==> src/include/dual_adc_consts.svh <==
// constants of the dual converter output control: offsets, fields, resets
// assumes a 32-bit AXI4-Lite register port and a 25 MHz ref_clk
//
// Behaviour
// each channel samples on its own clock's rising edge, independently.
// swap select high routes channel A to bus A, channel B to bus B.
// swap select low crosses them: channel A on bus B, B on A.
// one-bus interleave ties swap select and both sample clocks to one clock.
// interleaved single-bus use is advised against above 80Msps.
// shutdown low, enable low: convert and drive bus and range flag.
// shutdown low, enable high: keep converting, outputs high impedance.
// shutdown high, enable low: nap mode, outputs high impedance.
// shutdown high, enable high: sleep mode, outputs high impedance.
// one shared mode setting governs both channels.
// mode ground/one third: offset binary, stabilizer off/on.
// mode two thirds: two's complement, stabilizer on; full: stabilizer off.
// range flag high when the result over- or underflowed, else low.
// each bus carries ten result bits, highest bit most significant.
// a sample appears on the bus five sample clocks after it was taken.
// two's complement is offset binary, MSB inverted; flag aligned to word.
// interleaved, each half clock period shows the channel routed there.
`ifndef DUAL_ADC_CONSTS_SVH
`define DUAL_ADC_CONSTS_SVH

`define RES_W 10
`define PIPE_LAT 5
`define SYNC_LEN 3
`define AXI_AW 4

`define ADDR_CTRL 4'h0
`define ADDR_STAT 4'h4
`define ADDR_RES_A 4'h8
`define ADDR_RES_B 4'hC

// ctrl: swap, follow, pd_a, oen_a, pd_b, oen_b, mode[7:6]
`define CTRL_W 8
`define CTRL_RST 8'h01

`define RESP_OKAY 2'b00
`define RESP_SLVERR 2'b10

`endif

==> src/include/dual_adc_pkg.sv <==
// types of the dual converter output control
// assumes dual_adc_consts.svh is on the include path
`include "dual_adc_consts.svh"

package dual_adc_pkg;

   typedef enum logic [3:0] {
      CH_NORMAL = 4'b0001,
      CH_HIZ = 4'b0010,
      CH_NAP = 4'b0100,
      CH_SLEEP = 4'b1000
   } chan_state_t;

   typedef enum logic [1:0] {
      MODE_GND = 2'b00,
      MODE_THIRD = 2'b01,
      MODE_TWO_THIRDS = 2'b10,
      MODE_FULL = 2'b11
   } mode_level_t;

   typedef struct packed {
      mode_level_t mode;
      logic oen_b;
      logic pd_b;
      logic oen_a;
      logic pd_a;
      logic swap_follow;
      logic swap_sel;
   } ctrl_t;

   typedef struct packed {
      logic range;
      logic [`RES_W-1:0] code;
   } sample_t;

endpackage

==> src/design/dual_adc_output_control.sv <==
// output control of a dual ten-bit converter, with AXI4-Lite control port
// assumes raw codes arrive on ref_clk; sample clocks are asynchronous pins
//
// Decided for this implementation: register access over AXI4-Lite and the placing of the registers.
`timescale 1ns/1ps
`default_nettype none
`include "dual_adc_consts.svh"

module dual_adc_output_control
   import dual_adc_pkg::*;
#(
   parameter int LAT = `PIPE_LAT
) (
   // clock and reset
   input wire logic ref_clk,
   input wire logic sys_rst,
   // sample clock pins
   input wire logic sample_clock_chan_a,
   input wire logic sample_clock_chan_b,
   // raw conversion from the core, offset binary
   input wire logic [`RES_W-1:0] raw_code_chan_a,
   input wire logic raw_range_chan_a,
   input wire logic [`RES_W-1:0] raw_code_chan_b,
   input wire logic raw_range_chan_b,
   // output buses
   output logic [`RES_W-1:0] result_bus_a,
   output logic result_bus_a_oe,
   output logic range_flag_bus_a,
   output logic range_flag_bus_a_oe,
   output logic [`RES_W-1:0] result_bus_b,
   output logic result_bus_b_oe,
   output logic range_flag_bus_b,
   output logic range_flag_bus_b_oe,
   output logic duty_stab_on,
   // axi4-lite slave
   input wire logic [`AXI_AW-1:0] s_axi_awaddr,
   input wire logic s_axi_awvalid,
   output logic s_axi_awready,
   input wire logic [31:0] s_axi_wdata,
   input wire logic [3:0] s_axi_wstrb,
   input wire logic s_axi_wvalid,
   output logic s_axi_wready,
   output logic [1:0] s_axi_bresp,
   output logic s_axi_bvalid,
   input wire logic s_axi_bready,
   input wire logic [`AXI_AW-1:0] s_axi_araddr,
   input wire logic s_axi_arvalid,
   output logic s_axi_arready,
   output logic [31:0] s_axi_rdata,
   output logic [1:0] s_axi_rresp,
   output logic s_axi_rvalid,
   input wire logic s_axi_rready
);

   if (LAT < 1 || LAT > 16) begin : g_lat_check
      $error("LAT out of range");
   end

   function automatic chan_state_t mode_of(input logic pd, input logic oen);
      case ({pd, oen})
         2'b00: mode_of = CH_NORMAL;
         2'b01: mode_of = CH_HIZ;
         2'b10: mode_of = CH_NAP;
         default: mode_of = CH_SLEEP;
      endcase
   endfunction

   function automatic sample_t format(input sample_t s, input logic twos);
      format = s;
      format.code[`RES_W-1] = s.code[`RES_W-1] ^ twos;
   endfunction

   ////////////////////////////////////////////////////////////////////////
   // sample clock synchronisers and edge detect

   logic [`SYNC_LEN-1:0] sync_q [2];
   logic [`SYNC_LEN-1:0] sync_d [2];
   logic [1:0] edge_s;
   logic [1:0] clk_pin;
   logic [1:0] lvl_q, lvl_d;

   assign clk_pin = {sample_clock_chan_b, sample_clock_chan_a};

   always_comb begin
      for (int c = 0; c < 2; c++) begin
         sync_d[c] = {sync_q[c][`SYNC_LEN-2:0], clk_pin[c]};
         // a level counts once stages two and three agree, so a
         // metastable first stage cannot make a false edge
         lvl_d[c] = (sync_q[c][1] == sync_q[c][2]) ? sync_q[c][2] : lvl_q[c];
         edge_s[c] = sync_q[c][1] & sync_q[c][2] & ~lvl_q[c];
      end
   end

   always_ff @(posedge ref_clk) begin
      for (int c = 0; c < 2; c++) begin
         if (sys_rst) begin
            sync_q[c] <= '0;
            lvl_q[c] <= 1'b0;
         end else begin
            sync_q[c] <= sync_d[c];
            lvl_q[c] <= lvl_d[c];
         end
      end
   end

   ////////////////////////////////////////////////////////////////////////
   // control register and channel states

   ctrl_t ctrl_q, ctrl_d;
   chan_state_t state_q [2];
   chan_state_t state_d [2];
   logic twos_q, twos_d;
   logic stab_q, stab_d;
   logic swap_q, swap_d;
   logic wr_ctrl;
   logic [31:0] wdata_q;
   logic [3:0] wstrb_q;

   always_comb begin
      ctrl_d = ctrl_q;
      if (wr_ctrl && wstrb_q[0]) begin
         ctrl_d = ctrl_t'(wdata_q[`CTRL_W-1:0]);
      end
      state_d[0] = mode_of(ctrl_q.pd_a, ctrl_q.oen_a);
      state_d[1] = mode_of(ctrl_q.pd_b, ctrl_q.oen_b);
      // one setting for both channels
      twos_d = ctrl_q.mode[1];
      stab_d = (ctrl_q.mode == MODE_THIRD) ||
               (ctrl_q.mode == MODE_TWO_THIRDS);
      // follow mode ties the swap to channel A's clock level
      swap_d = ctrl_q.swap_follow ? lvl_q[0] : ctrl_q.swap_sel;
   end

   always_ff @(posedge ref_clk) begin
      if (sys_rst) begin
         ctrl_q <= ctrl_t'(`CTRL_RST);
         state_q[0] <= CH_NORMAL;
         state_q[1] <= CH_NORMAL;
         twos_q <= 1'b0;
         stab_q <= 1'b0;
         swap_q <= 1'b1;
      end else begin
         ctrl_q <= ctrl_d;
         state_q[0] <= state_d[0];
         state_q[1] <= state_d[1];
         twos_q <= twos_d;
         stab_q <= stab_d;
         swap_q <= swap_d;
      end
   end

   ////////////////////////////////////////////////////////////////////////
   // conversion pipelines, halted in nap and sleep

   sample_t pipe_q [2][LAT];
   sample_t pipe_d [2][LAT];
   sample_t word_q [2];
   sample_t word_d [2];
   sample_t raw [2];
   logic [1:0] active;

   assign raw[0] = '{range: raw_range_chan_a, code: raw_code_chan_a};
   assign raw[1] = '{range: raw_range_chan_b, code: raw_code_chan_b};

   always_comb begin
      for (int c = 0; c < 2; c++) begin
         active[c] = (state_q[c] == CH_NORMAL) || (state_q[c] == CH_HIZ);
         pipe_d[c] = pipe_q[c];
         word_d[c] = word_q[c];
         if (edge_s[c] && active[c]) begin
            pipe_d[c][0] = raw[c];
            for (int i = 1; i < LAT; i++) begin
               pipe_d[c][i] = pipe_q[c][i-1];
            end
            // flag travels with its word
            word_d[c] = format(pipe_q[c][LAT-1], twos_q);
         end
      end
   end

   always_ff @(posedge ref_clk) begin
      for (int c = 0; c < 2; c++) begin
         if (sys_rst) begin
            for (int i = 0; i < LAT; i++) begin
               pipe_q[c][i] <= '0;
            end
            word_q[c] <= '0;
         end else begin
            pipe_q[c] <= pipe_d[c];
            word_q[c] <= word_d[c];
         end
      end
   end

   ////////////////////////////////////////////////////////////////////////
   // output bus routing, registered so every pin comes from a flop

   sample_t bus_q [2];
   sample_t bus_d [2];
   logic [1:0] bus_oe_q, bus_oe_d;

   always_comb begin
      // bus index 0 is bus A
      bus_d[0] = swap_q ? word_q[0] : word_q[1];
      bus_d[1] = swap_q ? word_q[1] : word_q[0];
      // drive only when the routed channel is in normal operation
      bus_oe_d[0] = swap_q ? (state_q[0] == CH_NORMAL)
                           : (state_q[1] == CH_NORMAL);
      bus_oe_d[1] = swap_q ? (state_q[1] == CH_NORMAL)
                           : (state_q[0] == CH_NORMAL);
   end

   always_ff @(posedge ref_clk) begin
      if (sys_rst) begin
         bus_q[0] <= '0;
         bus_q[1] <= '0;
         bus_oe_q <= 2'b00;
      end else begin
         bus_q[0] <= bus_d[0];
         bus_q[1] <= bus_d[1];
         bus_oe_q <= bus_oe_d;
      end
   end

   assign result_bus_a = bus_q[0].code;
   assign range_flag_bus_a = bus_q[0].range;
   assign result_bus_a_oe = bus_oe_q[0];
   assign range_flag_bus_a_oe = bus_oe_q[0];
   assign result_bus_b = bus_q[1].code;
   assign range_flag_bus_b = bus_q[1].range;
   assign result_bus_b_oe = bus_oe_q[1];
   assign range_flag_bus_b_oe = bus_oe_q[1];
   assign duty_stab_on = stab_q;

   ////////////////////////////////////////////////////////////////////////
   // axi4-lite slave: address and data taken in either order

   logic aw_hold_q, aw_hold_d, w_hold_q, w_hold_d;
   logic [`AXI_AW-1:0] awaddr_q, awaddr_d;
   logic [31:0] wdata_d;
   logic [3:0] wstrb_d;
   logic bvalid_q, bvalid_d, rvalid_q, rvalid_d;
   logic [1:0] bresp_q, bresp_d, rresp_q, rresp_d;
   logic [31:0] rdata_q, rdata_d;
   logic awready_q, awready_d, wready_q, wready_d, arready_q, arready_d;

   always_comb begin
      aw_hold_d = aw_hold_q;
      w_hold_d = w_hold_q;
      awaddr_d = awaddr_q;
      wdata_d = wdata_q;
      wstrb_d = wstrb_q;
      bvalid_d = bvalid_q;
      bresp_d = bresp_q;
      rvalid_d = rvalid_q;
      rresp_d = rresp_q;
      rdata_d = rdata_q;
      wr_ctrl = 1'b0;
      if (s_axi_awvalid && awready_q) begin
         aw_hold_d = 1'b1;
         awaddr_d = s_axi_awaddr;
      end
      if (s_axi_wvalid && wready_q) begin
         w_hold_d = 1'b1;
         wdata_d = s_axi_wdata;
         wstrb_d = s_axi_wstrb;
      end
      if (bvalid_q && s_axi_bready) begin
         bvalid_d = 1'b0;
      end
      if (aw_hold_q && w_hold_q && !bvalid_q) begin
         aw_hold_d = 1'b0;
         w_hold_d = 1'b0;
         bvalid_d = 1'b1;
         wr_ctrl = (awaddr_q == `ADDR_CTRL);
         case (awaddr_q)
            `ADDR_CTRL, `ADDR_STAT, `ADDR_RES_A, `ADDR_RES_B:
               bresp_d = `RESP_OKAY;
            default: bresp_d = `RESP_SLVERR;
         endcase
      end
      if (rvalid_q && s_axi_rready) begin
         rvalid_d = 1'b0;
      end
      if (s_axi_arvalid && arready_q) begin
         rvalid_d = 1'b1;
         rresp_d = `RESP_OKAY;
         case (s_axi_araddr)
            `ADDR_CTRL: rdata_d = {24'h00_0000, ctrl_q};
            `ADDR_STAT: rdata_d = {21'h00_0000, swap_q, twos_q, stab_q,
                                   state_q[1], state_q[0]};
            `ADDR_RES_A: rdata_d = {21'h00_0000, word_q[0]};
            `ADDR_RES_B: rdata_d = {21'h00_0000, word_q[1]};
            default: begin
               rdata_d = 32'h0000_0000;
               rresp_d = `RESP_SLVERR;
            end
         endcase
      end
      awready_d = !aw_hold_d;
      wready_d = !w_hold_d;
      arready_d = !rvalid_d;
   end

   always_ff @(posedge ref_clk) begin
      if (sys_rst) begin
         aw_hold_q <= 1'b0;
         w_hold_q <= 1'b0;
         awaddr_q <= '0;
         wdata_q <= 32'h0000_0000;
         wstrb_q <= 4'h0;
         bvalid_q <= 1'b0;
         bresp_q <= `RESP_OKAY;
         rvalid_q <= 1'b0;
         rresp_q <= `RESP_OKAY;
         rdata_q <= 32'h0000_0000;
         awready_q <= 1'b0;
         wready_q <= 1'b0;
         arready_q <= 1'b0;
      end else begin
         aw_hold_q <= aw_hold_d;
         w_hold_q <= w_hold_d;
         awaddr_q <= awaddr_d;
         wdata_q <= wdata_d;
         wstrb_q <= wstrb_d;
         bvalid_q <= bvalid_d;
         bresp_q <= bresp_d;
         rvalid_q <= rvalid_d;
         rresp_q <= rresp_d;
         rdata_q <= rdata_d;
         awready_q <= awready_d;
         wready_q <= wready_d;
         arready_q <= arready_d;
      end
   end

   assign s_axi_awready = awready_q;
   assign s_axi_wready = wready_q;
   assign s_axi_bvalid = bvalid_q;
   assign s_axi_bresp = bresp_q;
   assign s_axi_arready = arready_q;
   assign s_axi_rvalid = rvalid_q;
   assign s_axi_rresp = rresp_q;
   assign s_axi_rdata = rdata_q;

   ////////////////////////////////////////////////////////////////////////
   // assertions

   property p_sample_edge;
      @(posedge ref_clk) disable iff (sys_rst)
      (edge_s[0] && active[0]) |=> (pipe_q[0][0] == $past(raw[0]));
   endproperty
   a_sample_edge: assert property (p_sample_edge)
      else $error("channel A did not sample on its edge");

   property p_swap_high;
      @(posedge ref_clk) disable iff (sys_rst)
      swap_q |=> (bus_q[0] == $past(word_q[0])) &&
                 (bus_q[1] == $past(word_q[1]));
   endproperty
   a_swap_high: assert property (p_swap_high)
      else $error("straight routing wrong");

   property p_swap_low;
      @(posedge ref_clk) disable iff (sys_rst)
      !swap_q |=> (bus_q[0] == $past(word_q[1])) &&
                  (bus_q[1] == $past(word_q[0]));
   endproperty
   a_swap_low: assert property (p_swap_low)
      else $error("crossed routing wrong");

   property p_normal;
      @(posedge ref_clk) disable iff (sys_rst)
      (!ctrl_q.pd_a && !ctrl_q.oen_a && swap_q && !ctrl_q.swap_follow &&
       ctrl_q == $past(ctrl_q))
      |=> (state_q[0] == CH_NORMAL) ##1 bus_oe_q[0];
   endproperty
   a_normal: assert property (p_normal)
      else $error("normal channel not driving");

   property p_hiz_converts;
      @(posedge ref_clk) disable iff (sys_rst)
      (state_q[0] == CH_HIZ && edge_s[0]) |=> (pipe_q[0][0] == $past(raw[0]));
   endproperty
   a_hiz_converts: assert property (p_hiz_converts)
      else $error("high impedance channel stopped converting");

   property p_nap_quiet;
      @(posedge ref_clk) disable iff (sys_rst)
      (state_q[0] == CH_NAP) |=> $stable(pipe_q[0][0]);
   endproperty
   a_nap_quiet: assert property (p_nap_quiet)
      else $error("napping channel still converting");

   property p_off_hiz;
      @(posedge ref_clk) disable iff (sys_rst)
      (state_q[0] != CH_NORMAL && swap_q) |=> !bus_oe_q[0];
   endproperty
   a_off_hiz: assert property (p_off_hiz)
      else $error("disabled channel drives its bus");

   property p_mode_stab;
      @(posedge ref_clk) disable iff (sys_rst)
      1'b1 |=> (stab_q == ($past(ctrl_q.mode) == MODE_THIRD ||
                           $past(ctrl_q.mode) == MODE_TWO_THIRDS));
   endproperty
   a_mode_stab: assert property (p_mode_stab)
      else $error("stabilizer setting wrong");

   property p_format;
      @(posedge ref_clk) disable iff (sys_rst)
      (edge_s[1] && active[1]) |=>
         (word_q[1].code[`RES_W-1] ==
          ($past(pipe_q[1][LAT-1].code[`RES_W-1]) ^ $past(twos_q))) &&
         (word_q[1].range == $past(pipe_q[1][LAT-1].range));
   endproperty
   a_format: assert property (p_format)
      else $error("output word coding or flag alignment wrong");

endmodule
`default_nettype wire

==> config.mk <==
export PLATFORM = sky130hd
export DESIGN_NAME = dual_adc_output_control
export DESIGN_NICKNAME = d
export VERILOG_FILES = /design/src/include/dual_adc_pkg.sv /design/src/design/dual_adc_output_control.sv
export VERILOG_INCLUDE_DIRS = /design/src /design/src/include
export SDC_FILE = /design/constraint.sdc
export NUM_CORES = 1
export LEC_CHECK = 0
export ABC_AREA = 1
export BUFFER_PORTS_ARGS = -buffer_cell sky130_fd_sc_hd__buf_2
export CAP_MARGIN = 20
export CORE_ASPECT_RATIO = 1.2
export CORE_MARGIN = 2
export CORE_UTILIZATION = 59
export DETAILED_ROUTE_END_ITERATION = 10
export GPL_ROUTABILITY_DRIVEN = 1
export PLACE_DENSITY = 0.82
export RECOVER_POWER = 100
export SLEW_MARGIN = 20
export SYNTH_ARGS = -nofsm -noshare
export SYNTH_HDL_FRONTEND = slang
export SYNTH_SLANG_ARGS = --single-unit
==> constraint.sdc <==
create_clock -name ref_clk -period 3.9 [get_ports ref_clk]
set_clock_uncertainty 0.2 [all_clocks]
set_input_delay 0.585 -clock ref_clk [delete_from_list [all_inputs] [get_ports ref_clk]]
set_output_delay 0.585 -clock ref_clk [all_outputs]
set_load 0.01 [all_outputs]
* Yosys cells after proc, flatten, opt, wreduce, memory -nomap -nowiden
Memory sizes are Yosys's and may differ from the RTL's.
Cells that the tools add are included.
** Operators by class
- Eq/ne operators :: 18
- Muxes and demuxes :: 36
- Bitwise operators :: 18
- Reduce and logical (&&, ||, !) cells :: 24
** Operators with widths (number)
- 55-bit two-way mux :: 4
- 11-bit two-way mux :: 8
- 11-bit one-hot mux with 4 select lines :: 1
- 4-bit one-hot mux with 3 select lines :: 2
- 4-bit equality test (second input constant) :: 4
- 1-bit two-way mux :: 15
- 1-bit logical AND :: 10
- 1-bit OR :: 10
- 4-bit by 1-bit equality test with 1-bit output (second input constant) :: 2
- 4-bit by 2-bit equality test with 1-bit output (second input constant) :: 2
- 4-bit by 3-bit equality test with 1-bit output (second input constant) :: 2
- 4-bit logical NOT :: 2
- 4-bit two-way mux :: 2
- 4-bit OR reduction :: 2
- 2-bit by 1-bit equality test with 1-bit output (second input constant) :: 3
- 2-bit equality test (second input constant) :: 3
- 3-bit two-way mux :: 2
- 1-bit bitwise AND :: 4
- 1-bit logical NOT :: 4
- 2-bit logical NOT :: 2
- 2-bit two-way mux :: 2
- 1-bit logical OR :: 3
- 1-bit equality test :: 2
- 1-bit inverter :: 2
- 2 further kinds :: 3
** Storage, ports and cells
- Memories kept :: 5
- RAM bits :: 168
- Bits in registers :: 71
- Input bits :: 75
** Memories
- pipe_q :: words 2, width 55, read ports 2, clocked after Yosys merged registers in 0, write ports 2, RTL line dual_adc_output_control.sv:155 : sample_t pipe_q [2][LAT];
- bus_q :: words 2, width 11, read ports 2, clocked after Yosys merged registers in 0, write ports 2, RTL line dual_adc_output_control.sv:198 : sample_t bus_q [2];
- word_q :: words 2, width 11, read ports 2, clocked after Yosys merged registers in 0, write ports 2, RTL line dual_adc_output_control.sv:157 : sample_t word_q [2];
- state_q :: words 2, width 4, read ports 2, clocked after Yosys merged registers in 0, write ports 2, RTL line dual_adc_output_control.sv:110 : chan_state_t state_q [2];
- sync_q :: words 2, width 3, read ports 2, clocked after Yosys merged registers in 0, write ports 2, RTL line dual_adc_output_control.sv:76 : logic [`SYNC_LEN-1:0] sync_q [2];

* Depth between registers and ports, before layout
An unclocked memory read counts as a cell.
- Depth in word-level cells :: 6
- Mapped depth :: 9
- Mapped depth without buffers :: 7

* Least setup slack after synthesis
No wires, ideal clock.
- Path type :: input to register
- Start :: input port s_axi_araddr[1]
- End :: register rdata_q[10], in the netlist s_axi_rdata[10]
- Arrival :: 1334 ps
- Data required time :: 3629 ps
- Stages on the path :: 7
- Path slack :: 2295 ps
- Path through :: nor2_1 -> buf_4 -> buf_4 -> nand3_1 -> nand3_1 -> nand2_1 -> a21oi_1
** On the way
- Longest elaborated chain between the ends :: 2
- Elaborated cells on any way between the ends :: 5
- Classes of those cells :: eq/ne (3); mux (1); reduce/logical (1)
** Ends and longest elaborated chain
- start: declaration :: RTL line dual_adc_output_control.sv:46 : input wire logic [`AXI_AW-1:0] s_axi_araddr,
- 4-bit equality test (tied with other cells) :: RTL line dual_adc_output_control.sv:288 : case (s_axi_araddr)
- 11-bit one-hot mux with 4 select lines * :: RTL line dual_adc_output_control.sv:288
- end signal: assignment :: RTL line dual_adc_output_control.sv:330 : rdata_q <= rdata_d;
- end: declaration :: RTL line dual_adc_output_control.sv:244 : logic [31:0] rdata_q, rdata_d;
Every way passes the cells marked *; elsewhere a longest branch is shown, timed or not.
A chain may end at the register's enable or synchronous reset.

==> impl_metrics.csv <==
group,metric,value,unit
logic_synthesis,netlist_area,8040,um2
setup_path,reg2regPathDepth,7,
setup_path,cp-start-kind,"primary input",
power_and_ir_drop,p_leak,3.50,nW
drt,first_pass_iters,5,
drt,ant_nets,0,
setup_path,r2r_start,"sync_q[1][1]",
finish,area_delta_synth_final,9.57,%
worst_hold_path,hold_end,"sync_q[0][0]",
clock_network,clock_latency,0.48,ns
worst_hold_path,hold_class,"primary input to flip-flop",
clock_network,path_clk_slew,0.06,ns
sta,fin_crit,2.71,ns
floorplanning,die_w,111,um
finish,regArea,4320,um2
power_and_ir_drop,ir_worst_vdd,0.444,mV
grt,grt_max_degree,107,
finish,final.fill_count,1188,
floorplanning,start_util,60.7,%
clock_network,cts_inserted_buffers,20,
logic_synthesis,syn_inst,1031,
sta,maxSlewHeadroom,2.57,%
floorplanning,row_count,46,
clock_network,cts.repair.resized,0,
worst_hold_path,min_path_cells,3,
drt,wl_per_cell,11.8,um
grt,grt_overflow,0,
finish,drive_gt1_share,7.48,%
sta,fmax,369,MHz
drt,drc,0,
logic_synthesis,ys_seq_elements,216,
logic_synthesis,yosysWarnings,0,
setup_path,timing.rr.end,"pipe_q[1][41]",
floorplanning,dieArea,14600,um2
drt,dr_total_vias,6426,
grt,grt_usage,20.1,%
setup_path,crit_fanout,106,
sta,setup_tns,0,ns
sta,finalWorstSetupSlack,1.19,ns
place,post_dp_cell_area,8240,um2
sta,fin_crit_sh,69.5,%
status,status,"finished, final reports clean",
drt,initialDrtViolationCount,468,
worst_hold_path,hold_start,"sample_clock_chan_a",
finish,multiInputGateArea,3060,um2
clock_network,cts_setup_buffers,0,
drt,viasPerCell,5.08,
place,placed_cells,1228,
finish,design_area,8810,um2
drt,wl,14900,um
place,place_ws,1.48,ns
logic_synthesis,avgSynthCellArea,7.80,um2
sta,drv_slew,0,
setup_path,cp_data_required_time,4.06,ns
drt,wl_met1,6530,um
setup_path,r2r_slack,1.84,ns
setup_path,crit_path_end_kind,"flip-flop",
clock_network,cts_max_path_buffers,3,
floorplanning,die_h,132,um
sta,setup_violations,0,
setup_path,worstSetupPathType,"primary input to flip-flop",
finish,fin_nets,1159,
sta,tightest_slew,1.46,ns
logic_synthesis,seq_area_frac_synth,53.8,%
floorplanning,coreArea,13200,um2
clock_network,ctsHoldBuffers,0,
sta,rsz0062_at_grt,"false",
logic_synthesis,ys_types,23,
grt,grt_first_pass_wirelength,25300,um
sta,final_hold_viol_count,0,
place,gp_congestion,0.893,
drt,dr.max_layer_used,"met4",
place,port_buffers,92,
clock_network,tritoncts,"yes",
finish,stdcell_count,1264,
floorplanning,num_io_pins,143,
grt,antenna_found_initial,0,
flow_run,drv_cap,0,
power_and_ir_drop,p_per_area,485,nW/um2
clock_network,root_buffer,"clkbuf_16",
finish,diodes,0,
drt,wl_met2,6920,um
drt,route.met3.wl,925,um
grt,grt_pass1_vias,5629,
clock_network,ctsHtreeMaxLevel,1,
clock_network,cts.sinks,216,
place,hpwl,9050,um
setup_path,arrival,2.87,ns
==> through the flow <==
stage	utilization (%)	total power, W	hold slack [ns]
3_3_place_gp	62.3	0.00249	0.196
2_1_floorplan	-	0.00246	0.188
6_report	66.5	0.00427	0.113
4_1_cts	67.0	0.00432	0.102
5_1_grt	66.5	0.00444	0.120
3_5_place_dp	62.3	0.00249	0.201
==> layout by cell type, fill, tap and decap left out, types with 5 or more instances in the layout <==
cell type  instances
a21oi_1           24
buf_2             44
clkbuf_1          55
clkbuf_16         21
conb_1            23
dfxtp_1          216
inv_1             34
nand2_1           47
nand3_1           42
nor2_1           364
nor3_1             5
o21ai_0          192
==> how the worst max path moves through the flow <==
| stage | endpoint | from | cells past startpoint | slack, ns |
|---|---|---|---|---|
| final | ctrl_q[3] | sys_rst | 5 | 1.19 |
| after global placement | pipe_q[1][45] | sys_rst | 5 | 1.49 |
| after detailed placement | pipe_q[1][9] | sys_rst | 5 | 1.48 |
| after global routing | ctrl_q[3] | sys_rst | 5 | 0.93 |
| after floorplan | s_axi_rdata[10] | s_axi_araddr[1] | 7 | 2.30 |
| after CTS | pipe_q[0][10] | sync_q[0][1] | 7 | 1.82 |
==> cell usage after synthesis <==
cell type    n  area share [%]
nor2_1     364              17
dfxtp_1    216              54
o21ai_0    175              11
nand2_1     47             2.2
nand3_1     42             2.6
inv_1       35             1.6
clkbuf_1    34             1.6
buf_4       27             2.5
a21oi_1     24             1.5
buf_6       20             2.8
o21ai_1     18             1.1
buf_2        8            0.50
nor3_1       5            0.31
xor2_1       4            0.44
ha_1         2            0.31
inv_2        2           0.093
nor3b_1      2            0.19
clkinv_1     1           0.047
conb_1       1           0.047
nand2_2      1           0.078
nor2_4       1            0.14
o211ai_1     1           0.093
xnor2_1      1            0.11
==> kinds of logic (layout without fill, tap and decap cells) <==
| group | count (synthesis) | in the layout | share of synthesized area (%) |
|---|---|---|---|
| and+or+nand+nor | 462 | 462 | 22.5 |
| AOI/OAI and AO/OA | 218 | 218 | 13.6 |
| DFF | 216 | 216 | 53.8 |
| buffers and inverters | 127 | 170 | 9.18 |
| xor gates and xnor gates | 5 | 5 | 0.545 |
| adders and majority gates | 2 | 2 | 0.311 |
| other | 1 | 23 | 0.0466 |
==> report_power, final <==
group / leakage [nW] / internal [W] / switching (W)
Clock: 0.310 / 0.00107 / 0.000766
Combinational: 1.45 / 0.0000629 / 0.000123
Sequential: 1.75 / 0.00224 / 0.0000171
Total: 3.50 / 0.00337 / 0.000905
==> state kept, by name (all words and copies together) (netlist names), 2 cells and up <==
name / cells
awaddr_q: 4
bus_oe_q: 2
bus_q: 22
ctrl_q: 8
lvl_q: 2
pipe_q: 110
s_axi_rdata: 11
state_q: 8
sync_q: 6
wdata_q: 8
word_q: 22
==> metal layers <==
| metal | vias up | GRT usage, % |
|---|---|---|
| met5 | - | 0 |
| met4 | 0 | 8.13 |
| met3 | 34 | 3.86 |
| met2 | 195 | 33.8 |
| met1 | 2847 | 25.4 |
| li1 | 3350 | - |
==> cell type report <==
class	count	area share [%]
clock buffer	31	6.85
clock inverter	5	0.312
inverter	38	1.65
multi-input combinational	710	34.7
sequential	216	49.1
tap	168	2.39
timing repair buffer	96	4.99
==> worst max-delay path: stages <==
cell and delay [ns]:
clkbuf_1 1.04, inv_4 0.58, buf_12 0.41, o21ai_0 0.15, nor2_1 0.07
No activity file was read; power rests on OpenSTA's default activity.
